## config.mk

```make
export PLATFORM = sky130hd
export DESIGN_NAME = tsa_timestamp_offset_adjust
export DESIGN_NICKNAME = d
export VERILOG_FILES = /design/src/include/tsa_pkg.sv /design/src/tsa_lp_counter.sv /design/src/tsa_timestamp_offset_adjust.sv
export VERILOG_INCLUDE_DIRS = /design/src /design/src/include
export SDC_FILE = /design/constraint.sdc
export NUM_CORES = 2
export LEC_CHECK = 0
export ABC_CLOCK_PERIOD_IN_PS = 5000
export BUFFER_PORTS_ARGS = -buffer_cell sky130_fd_sc_hd__buf_2
export CAP_MARGIN = 20
export CORE_ASPECT_RATIO = 0.5
export CORE_MARGIN = 1
export CORE_UTILIZATION = 40
export CTS_CLUSTER_DIAMETER = 100
export DETAILED_ROUTE_END_ITERATION = 7
export PLACE_DENSITY_LB_ADDON = 0.1
export SKIP_CTS_REPAIR_TIMING = 1
export SYNTH_ARGS = -nofsm -noshare
export SYNTH_HDL_FRONTEND = slang
export SYNTH_SLANG_ARGS = --single-unit
```

## constraint.sdc

```tcl
create_clock -name CLOCK_IN -period 5 [get_ports CLOCK_IN]
set_input_delay 0.5 -clock CLOCK_IN [delete_from_list [all_inputs] [get_ports CLOCK_IN]]
set_output_delay 0.5 -clock CLOCK_IN [all_outputs]
set_load 0.005 [all_outputs]
```

## src/include/tsa_consts.svh

```systemverilog
`ifndef TSA_CONSTS_SVH
`define TSA_CONSTS_SVH

// Model register offsets.
`define TSA_ADDR_COUNT        8'h10
`define TSA_ADDR_OFFSET       8'h3B

// Logical processors served and the width of their index.
`define TSA_NUM_LP            2
`define TSA_LP_W              1

// Reset values.
`define TSA_COUNT_RESET       64'h0000_0000_0000_0000
`define TSA_OFFSET_RESET      64'h0000_0000_0000_0000
`define TSA_RDATA_RESET       64'h0000_0000_0000_0000

// Feature query leaf 07H subleaf 0, EBX bit that reports the offset register.
`define TSA_FEAT_OFFSET_BIT   1
`define TSA_FEAT_OFFSET_VAL   1'h1

// Remainder accumulator width for the ratio scaler.
`define TSA_REM_W             34

`endif

```

## src/include/tsa_pkg.sv

```systemverilog
package tsa_pkg;

	// One 64-bit count word.
	typedef logic [63:0] tsa_word_t;

	// How the count advances.
	typedef enum logic {
		TSA_MODE_CORE,
		TSA_MODE_INVARIANT
	} tsa_mode_t;

endpackage : tsa_pkg

```

## src/tsa_lp_counter.sv

```systemverilog
`timescale 1ns/1ns
`include "tsa_consts.svh"

// Count and offset register pair for one logical processor.
module tsa_lp_counter
	import tsa_pkg::*;
(
	input  wire logic      clk_in,
	input  wire logic      rst_b_in,
	input  wire logic      tb_clear_in,
	input  wire logic      tick_in,
	input  wire logic      wr_count_in,
	input  wire logic      wr_offset_in,
	input  wire tsa_word_t wdata_in,
	output tsa_word_t      count_out,
	output tsa_word_t      offset_out
);

	tsa_word_t count_r;
	tsa_word_t offset_r;
	tsa_word_t count_diff;
	tsa_word_t offset_diff;

	// Differences wrap modulo 2**64, so a backwards write is a negative step.
	assign count_diff  = wdata_in - count_r;
	assign offset_diff = wdata_in - offset_r;

	assign count_out  = count_r;
	assign offset_out = offset_r;

	////////////////////////////////////////////////////////////////////////
	// The count keeps running during an offset write so no tick is lost.
	always_ff @(posedge clk_in) begin
		if (!rst_b_in) begin
			count_r <= `TSA_COUNT_RESET;
		end else if (tb_clear_in) begin
			count_r <= `TSA_COUNT_RESET;
		end else if (wr_count_in) begin
			count_r <= wdata_in;
		end else if (wr_offset_in) begin
			count_r <= count_r + offset_diff + 64'(tick_in);
		end else if (tick_in) begin
			count_r <= count_r + 64'h1;
		end
	end

	// The offset moves only on writes and timebase clears, never with time.
	always_ff @(posedge clk_in) begin
		if (!rst_b_in) begin
			offset_r <= `TSA_OFFSET_RESET;
		end else if (tb_clear_in) begin
			offset_r <= `TSA_OFFSET_RESET;
		end else if (wr_offset_in) begin
			offset_r <= wdata_in;
		end else if (wr_count_in) begin
			offset_r <= offset_r + count_diff;
		end
	end

	////////////////////////////////////////////////////////////////////////
	// Checks on the register pair.
	AST_OFFSET_RESET_ZERO: assert property (
		@(posedge clk_in) disable iff (!rst_b_in)
		$rose(rst_b_in) |-> offset_r == 64'h0)
		else $error("offset not zero after reset");

	AST_COUNT_WRITE_MOVES_OFFSET: assert property (
		@(posedge clk_in) disable iff (!rst_b_in)
		wr_count_in && !tb_clear_in |=>
		offset_r == $past(offset_r) + ($past(wdata_in) - $past(count_r)))
		else $error("count write did not move offset by difference");

	AST_OFFSET_WRITE_MOVES_COUNT: assert property (
		@(posedge clk_in) disable iff (!rst_b_in)
		wr_offset_in && !wr_count_in && !tb_clear_in |=>
		count_r - $past(count_r) ==
		offset_r - $past(offset_r) + 64'($past(tick_in)))
		else $error("offset write did not move count by difference");

	AST_OFFSET_HOLDS: assert property (
		@(posedge clk_in) disable iff (!rst_b_in)
		(!wr_count_in && !wr_offset_in && !tb_clear_in) [*2]
		|-> $stable(offset_r))
		else $error("offset changed without a write");

	AST_COUNT_ONLY_OWN_CAUSE: assert property (
		@(posedge clk_in) disable iff (!rst_b_in)
		!wr_count_in && !wr_offset_in && !tb_clear_in && !tick_in
		|=> $stable(count_r))
		else $error("count changed with no cause");

	AST_TIMEBASE_CLEAR: assert property (
		@(posedge clk_in) disable iff (!rst_b_in)
		tb_clear_in |=> count_r == 64'h0 && offset_r == 64'h0)
		else $error("timebase clear left count or offset");

	AST_WRAP_SUM: assert property (
		@(posedge clk_in) disable iff (!rst_b_in)
		wr_count_in && !tb_clear_in |=>
		offset_r - count_r == $past(offset_r) - $past(count_r))
		else $error("count write broke the count to offset link");

	COV_COUNT_WRITE: cover property (
		@(posedge clk_in) disable iff (!rst_b_in)
		wr_count_in && wdata_in < count_r);
	COV_OFFSET_WRITE: cover property (
		@(posedge clk_in) disable iff (!rst_b_in) wr_offset_in);

endmodule : tsa_lp_counter

```

## src/tsa_timestamp_offset_adjust.sv

```systemverilog
`timescale 1ns/1ns
`include "tsa_consts.svh"

// What this block does
// - Reset clears every logical processor's offset register to zero.
// - A count write adds the new minus old count to the offset.
// - An offset write adds the new minus old offset to the count.
// - The offset changes only on writes and timebase resets, never as time passes.
// - Each logical processor has its own 64-bit offset at address 3BH.
// - A count write touches only the writing processor's count.
// - Feature leaf 07H EBX bit 1 reports the offset register.
// - The always-running timebase follows the crystal, not the core clock.
// - Invariant mode scales timebase by numerator over denominator plus offset.
// - A timebase reset clears the invariant count and its offset.
module tsa_timestamp_offset_adjust
	import tsa_pkg::*;
(
	input  wire logic                  CLOCK_IN,
	input  wire logic                  RST_B_IN,
	input  wire logic                  XTAL_TICK_IN,
	input  wire logic                  TB_RESET_IN,
	input  wire logic                  CONSTANT_RATE_FLAG_IN,
	input  wire logic [31:0]           RATIO_NUM_IN,
	input  wire logic [31:0]           RATIO_DEN_IN,
	input  wire logic                  MODEL_REGISTER_WRITE_IN,
	input  wire logic                  MODEL_REGISTER_READ_IN,
	input  wire logic [`TSA_LP_W-1:0]  LP_SEL_IN,
	input  wire logic [7:0]            ADDR_IN,
	input  wire tsa_word_t             WDATA_IN,
	output tsa_word_t                  RDATA_OUT,
	output logic                       RVALID_OUT,
	output logic                       OFFSET_SUPPORT_FLAG_OUT,
	output logic                       MODE_INVARIANT_OUT
);

	logic [2:0]            xtal_sync_r;
	logic [1:0]            tbrst_sync_r;
	logic                  xtal_edge;
	tsa_mode_t             mode;
	logic [`TSA_REM_W-1:0] rem_r;
	logic [`TSA_REM_W-1:0] rem_nxt;
	logic                  drain;
	logic                  tick;
	logic                  tb_clear;
	tsa_word_t             count_w  [`TSA_NUM_LP];
	tsa_word_t             offset_w [`TSA_NUM_LP];
	tsa_word_t             rdata_r;
	logic                  rvalid_r;
	logic                  feat_r;
	logic                  mode_r;

	////////////////////////////////////////////////////////////////////////
	// Crystal tick and timebase reset arrive from pins, so two flops first;
	// the third crystal flop only serves the edge detector.
	always_ff @(posedge CLOCK_IN) begin
		if (!RST_B_IN) begin
			xtal_sync_r <= 3'h0;
		end else begin
			xtal_sync_r <= {xtal_sync_r[1:0], XTAL_TICK_IN};
		end
	end

	always_ff @(posedge CLOCK_IN) begin
		if (!RST_B_IN) begin
			tbrst_sync_r <= 2'h0;
		end else begin
			tbrst_sync_r <= {tbrst_sync_r[0], TB_RESET_IN};
		end
	end

	// One timebase step per crystal rising edge, whatever the core rate.
	assign xtal_edge = xtal_sync_r[1] & ~xtal_sync_r[2];

	////////////////////////////////////////////////////////////////////////
	// Mode and scaler. A zero numerator falls back to core counting.
	assign mode = (CONSTANT_RATE_FLAG_IN && RATIO_NUM_IN != 32'h0) ?
		TSA_MODE_INVARIANT : TSA_MODE_CORE;
	assign tb_clear = tbrst_sync_r[1] && mode == TSA_MODE_INVARIANT;

	// The remainder gains the numerator per timebase step and sheds one
	// denominator per count step. Draining one step a clock is enough as
	// long as the crystal is much slower than the core.
	assign drain = RATIO_DEN_IN != 32'h0 &&
		rem_r >= {2'h0, RATIO_DEN_IN};

	always_comb begin
		rem_nxt = rem_r;
		if (xtal_edge) begin
			rem_nxt = rem_nxt + {2'h0, RATIO_NUM_IN};
		end
		if (drain) begin
			rem_nxt = rem_nxt - {2'h0, RATIO_DEN_IN};
		end
	end

	always_ff @(posedge CLOCK_IN) begin
		if (!RST_B_IN) begin
			rem_r <= {`TSA_REM_W{1'b0}};
		end else if (tb_clear || mode != TSA_MODE_INVARIANT) begin
			rem_r <= {`TSA_REM_W{1'b0}};
		end else begin
			rem_r <= rem_nxt;
		end
	end

	assign tick = mode == TSA_MODE_INVARIANT ? drain : 1'b1;

	////////////////////////////////////////////////////////////////////////
	// One register pair per logical processor; writes go only to the
	// selected one. Software keeps them aligned through equal offsets.
	for (genvar i = 0; i < `TSA_NUM_LP; i++) begin : g_lp
		logic sel;
		assign sel = MODEL_REGISTER_WRITE_IN &&
			LP_SEL_IN == (`TSA_LP_W)'(i);
		tsa_lp_counter u_lp (
			.clk_in       (CLOCK_IN),
			.rst_b_in     (RST_B_IN),
			.tb_clear_in  (tb_clear),
			.tick_in      (tick),
			.wr_count_in  (sel && ADDR_IN == `TSA_ADDR_COUNT),
			.wr_offset_in (sel && ADDR_IN == `TSA_ADDR_OFFSET),
			.wdata_in     (WDATA_IN),
			.count_out    (count_w[i]),
			.offset_out   (offset_w[i])
		);
	end

	////////////////////////////////////////////////////////////////////////
	// Read port: data one clock after the request. Unknown addresses and
	// out-of-range processors read as zero rather than faulting.
	always_ff @(posedge CLOCK_IN) begin
		if (!RST_B_IN) begin
			rdata_r <= `TSA_RDATA_RESET;
		end else if (MODEL_REGISTER_READ_IN) begin
			if (32'(LP_SEL_IN) >= `TSA_NUM_LP) begin
				rdata_r <= `TSA_RDATA_RESET;
			end else if (ADDR_IN == `TSA_ADDR_COUNT) begin
				rdata_r <= count_w[LP_SEL_IN];
			end else if (ADDR_IN == `TSA_ADDR_OFFSET) begin
				rdata_r <= offset_w[LP_SEL_IN];
			end else begin
				rdata_r <= `TSA_RDATA_RESET;
			end
		end
	end

	always_ff @(posedge CLOCK_IN) begin
		if (!RST_B_IN) begin
			rvalid_r <= 1'b0;
		end else begin
			rvalid_r <= MODEL_REGISTER_READ_IN;
		end
	end

	// Feature and mode status flops.
	always_ff @(posedge CLOCK_IN) begin
		if (!RST_B_IN) begin
			feat_r <= 1'b0;
			mode_r <= 1'b0;
		end else begin
			feat_r <= `TSA_FEAT_OFFSET_VAL;
			mode_r <= mode == TSA_MODE_INVARIANT;
		end
	end

	assign RDATA_OUT               = rdata_r;
	assign RVALID_OUT              = rvalid_r;
	assign OFFSET_SUPPORT_FLAG_OUT = feat_r;
	assign MODE_INVARIANT_OUT      = mode_r;

	////////////////////////////////////////////////////////////////////////
	// Checks on scaling, reads, write isolation and feature reporting.
	AST_FEATURE_SET: assert property (
		@(posedge CLOCK_IN) disable iff (!RST_B_IN)
		$past(RST_B_IN) |-> OFFSET_SUPPORT_FLAG_OUT)
		else $error("offset support flag not reported");

	AST_TB_STEP_ADDS_NUM: assert property (
		@(posedge CLOCK_IN) disable iff (!RST_B_IN)
		mode == TSA_MODE_INVARIANT && xtal_edge && !drain && !tb_clear
		&& $stable(mode) |=> mode != TSA_MODE_INVARIANT ||
		rem_r == $past(rem_r) + {2'h0, $past(RATIO_NUM_IN)})
		else $error("timebase step did not add numerator");

	AST_INVARIANT_TICK: assert property (
		@(posedge CLOCK_IN) disable iff (!RST_B_IN)
		mode == TSA_MODE_INVARIANT && drain && !xtal_edge && !tb_clear
		|=> rem_r == $past(rem_r) - {2'h0, $past(RATIO_DEN_IN)})
		else $error("count step did not take one denominator");

	AST_OFFSET_READBACK: assert property (
		@(posedge CLOCK_IN) disable iff (!RST_B_IN)
		MODEL_REGISTER_READ_IN && ADDR_IN == `TSA_ADDR_OFFSET &&
		LP_SEL_IN == 1'h0 |=> RVALID_OUT && RDATA_OUT == $past(offset_w[0]))
		else $error("offset read returned wrong data");

	AST_OTHER_LP_UNTOUCHED: assert property (
		@(posedge CLOCK_IN) disable iff (!RST_B_IN)
		MODEL_REGISTER_WRITE_IN && LP_SEL_IN == 1'h0 && !tb_clear |=>
		$stable(offset_w[1]))
		else $error("write leaked into another processor");

	COV_INVARIANT_TICK: cover property (
		@(posedge CLOCK_IN) disable iff (!RST_B_IN)
		mode == TSA_MODE_INVARIANT && drain);
	COV_TB_CLEAR: cover property (
		@(posedge CLOCK_IN) disable iff (!RST_B_IN) tb_clear);
	COV_READ: cover property (
		@(posedge CLOCK_IN) disable iff (!RST_B_IN) RVALID_OUT);

endmodule : tsa_timestamp_offset_adjust
```

==> results.md <==
* Outcome: complete, but fails checks
* Violated checks: DRC, setup timing
* WL/cell at 24.59 um
* GRT overflow at 0
* Setup TNS at -15.07 ns
* DIE HEIGHT at 239.6 um
* Gr usage total at 33.56%
* Worst Max-Slew Pin Slew at 1.347 ns
* Gate power share at 53.6%
* Min Clock Period, post-route at 5.429 ns
* Remaining DRCs at 3
* Clock sink count at 362
* MaxCap Viol Count at 0
* Port-buffer cells at 210
* CP startpoint kind: register
* DIE AREA at 0.1143 sq mm
* Worst vdd ir at 0.0002594 V
* Netlist cell types at 95
* Routed vias/inst at 5.891
* Pins Over Slew Limit at 0
* Syn_area_per_cell at around 7.6 sq um
* Ports at 211
* Post-route setup slack at -0.4292 ns
* Max_slew headroom at 10.22%
* Pwr Density at around 260 mW/mm^2
* Critical Path, Cell by Cell: ha_4, nand4_1, buf_6, or4_4, o31ai_4, a2111oi_4, a211oi_4, inv_2, buf_12, fa_2, fa_2, nor2b_4, o2111ai_2, a21bo_1, a21oi_4, buf_12, o21ai_2, a22o_1, o21a_4, o21ai_2, a21oi_2, or4b_1, a31oi_1
* Fmax achieved at about 180 MHz
* WL final at between 150000 and 200000 um
* DRT iter0 DRCs at just over 5000
* Syn_nets at 6728
* Synthesized area at 0.04516 sq mm
* Endpoints failing setup at 70
* Seq pwr share at between 20% and 30%
* Crit path max-delay family: compound AO/OA/AOI/OAI gates
* Row cnt at 86
* Post-DRT Antenna Nets at 0
* Unrepaired setup endpoints after global routing: yes
* YS warnings at 0
* H-tree depth at 2
* CP Capture Type: register
* HPWL Detailed at between 150000 and 200000 um
* Routed vias at 47841
* Nets at ~7300
* Core area at 0.1110 sq mm
* Setup slack at placement at -1.216 ns
* CTS tree: done
* WP data arrival at 5.99 ns
* Clk slew on worst S/H paths at ~0.060 ns
* Area growth syn-to-layout at 23.13%
* Sequential-to-total area share from yosys stat at 16.05%
* Largest net degree at the start of global routing at 141
* Root Driver: clkbuf_16
* Leak pwr at 24.13 nW
* Antenna violations before repair at 5
* Net Sw Frac at 43.70%
* P_int at roughly 0.008 W
* GPL Wtd Cong at 1.023
* CP Class: reg2reg
* Num CTS Buffers at 45
* Final Hold Vio Count at 0
* FFs w/ async S/R, synth at 0%
* HP Class: in2reg
* Vias in the first global route at between 40000 and 50000
* Critical Path Max Stage Delay at 0.52 ns
* Layout cells sized above 1 at between 10% and 20%
* Worst clock skew at just under 0.05 ns
* Slowest cell on the critical path: or4_4
* Period Utilization, post-route at 108.6%
* Net switching power at 0.006233 W
* Post-synth EDFFs at 0
* Die X at 477.2 um
* Skew-Pair Late Insertion Delay at 0.65 ns
* Clock share of power at about a quarter
* Worst reg-to-reg setup slack at -0.43 ns
* CP required at between 5 and 6 ns
* Crit path buf inv count at 4
* Pre-Repair DR Iteration Count at 8
* Seq cells post-synth at roughly 360
* Worst Path Max Fanout at 4
* Top FF cell, synth: dfxtp_1
* Clk buf depth at 3
* First-pass GRT wire length at 291400 um
* Cells after Synth at 5976
* Fillers at between 10000 and 15000
* Initial Utilization at 40.67%
[worst paths after layout]
check,startpoint,to,cells after the start
worst max-delay path,rem_r[27],g_lp[0].u_lp.count_out[60],23
worst min-delay path,XTAL_TICK_IN,xtal_sync_r[0],2
worst max register to register,rem_r[27],g_lp[0].u_lp.count_out[60],23
worst min register to register,xtal_sync_r[0],xtal_sync_r[1],1
[power groups by stage]
stage	logic (W)	registers [W]	clock network [W]
final	0.00765	0.00310	0.00352
after floorplan	0.00416	0.00317	0
after global placement	0.00683	0.00316	0
after global routing	0.00817	0.00312	0.00368
after detailed placement	0.00686	0.00317	0
after CTS	0.00691	0.00310	0.00357
[per-layer routing]
metal | up-vias | GRT usage (%) | share of wire, %
met4 | 2 | 9.746 | 2.8
met5 | - | 0 | 0.0065
met2 | 2020 | 50.83 | 43
met3 | 260 | 7.064 | 9.3
li1 | 22212 | - | -
met1 | 23347 | 47.60 | 45
[layout by cell type, fill, tap and decap left out, types with 58 or more instances in the layout]
cell / count
fa_1: 251
a21o_1: 197
o21ai_0: 208
nand4_1: 102
nor2_1: 375
ha_1: 333
a211oi_1: 143
o21bai_1: 58
nand3_1: 119
mux2i_1: 140
buf_4: 610
o221ai_1: 85
nand2_1: 450
xor2_1: 101
dfxtp_1: 357
o21ai_1: 97
buf_2: 208
a22oi_1: 138
xnor2_1: 265
nor3_1: 71
a21oi_1: 481
inv_1: 787
[stage by stage]
stage | hold slack (ns) | total power (W) | utilization (%) | instances | area (sq um)
after global placement | 0.4142 | 0.009991 | 46.96 | 7995 | 52150
after detailed placement | 0.4223 | 0.01003 | 46.99 | 7996 | 52180
after global routing | 0.05105 | 0.01497 | 50.07 | 8120 | 55600
after CTS | 0.02559 | 0.01359 | 48.30 | 8075 | 53630
final | 0.06797 | 0.01426 | 50.07 | 8121 | 55600
after floorplan | 0.4118 | 0.007325 | - | 5976 | 45450
[synth_stat cells (all sizes together) (10+ instances only)]
library cell  instances  area [sq um]
a41oi                10         87.58
nor3                 82         415.4
a22oi               139          1044
nor2b                31         193.9
a21o                198          1486
a31oi                52         325.3
a2111oi              13         127.6
and4                 20         175.2
a211oi              177          1346
a221oi               39         341.6
clkbuf              281          1055
nand2b               40         250.2
nand2               459          1723
or2                  12         75.08
nor2                392          1476
o31ai                25         197.7
o41ai                10         95.10
xnor2               282          2470
nand3               122         610.6
o221ai               88         770.7
nand4               102         638.1
xor2                108         945.9
mux2i               140          1401
buf                  31         127.6
o21a                 43         322.8
dfxtp               362          7247
and2                 35         219.0
ha                  352          4404
fa                  256          5125
inv                 808          3033
nor4                 49         340.3
a21boi               16         120.1
a21oi               518          2596
o21ai               327          1637
o211ai               56         420.4
o21bai               60         450.4
or3                  23         143.9
o22ai                46         287.8
and3                 41         256.5
or4                  11         82.58
[state kept, by name, summed over array words and instances, names as in the netlist]
register and count:
tbrst_sync_r 2, MODE_INVARIANT_OUT 1, g_lp.u_lp.count_out 128, g_lp.u_lp.offset_out 128, RVALID_OUT 1, rem_r 34
OFFSET_SUPPORT_FLAG_OUT 1, RDATA_OUT 64, xtal_sync_r 3
[logic make-up after synthesis]
| kind of cell | count (synthesis) | share of synthesized area, % |
|---|---|---|
| buffers and inverters | 1121 | 9.343 |
| AO/OA/AOI/OAI | 1913 | 27.79 |
| XOR/XNOR | 390 | 7.564 |
| AND/OR/NAND/NOR | 1441 | 15.02 |
| flip-flops | 362 | 16.05 |
| adder cells (fa/ha/maj) | 608 | 21.10 |
| multiplexers | 141 | 3.128 |
[cell type report]
type | instances | area, sq um | share of cell area [%]
clock buffers | 67 | 1361 | 2.448
flip-flops and latches | 362 | 7253 | 13.04
clock inverters | 12 | 92.59 | 0.1665
inverters | 809 | 3065 | 5.513
diodes | 3 | 7.507 | 0.01350
repair buffers | 879 | 6449 | 11.60
multi-input cells | 4493 | 35500 | 63.85
well taps | 1496 | 1872 | 3.366
No activity file was read; power rests on OpenSTA's default activity.
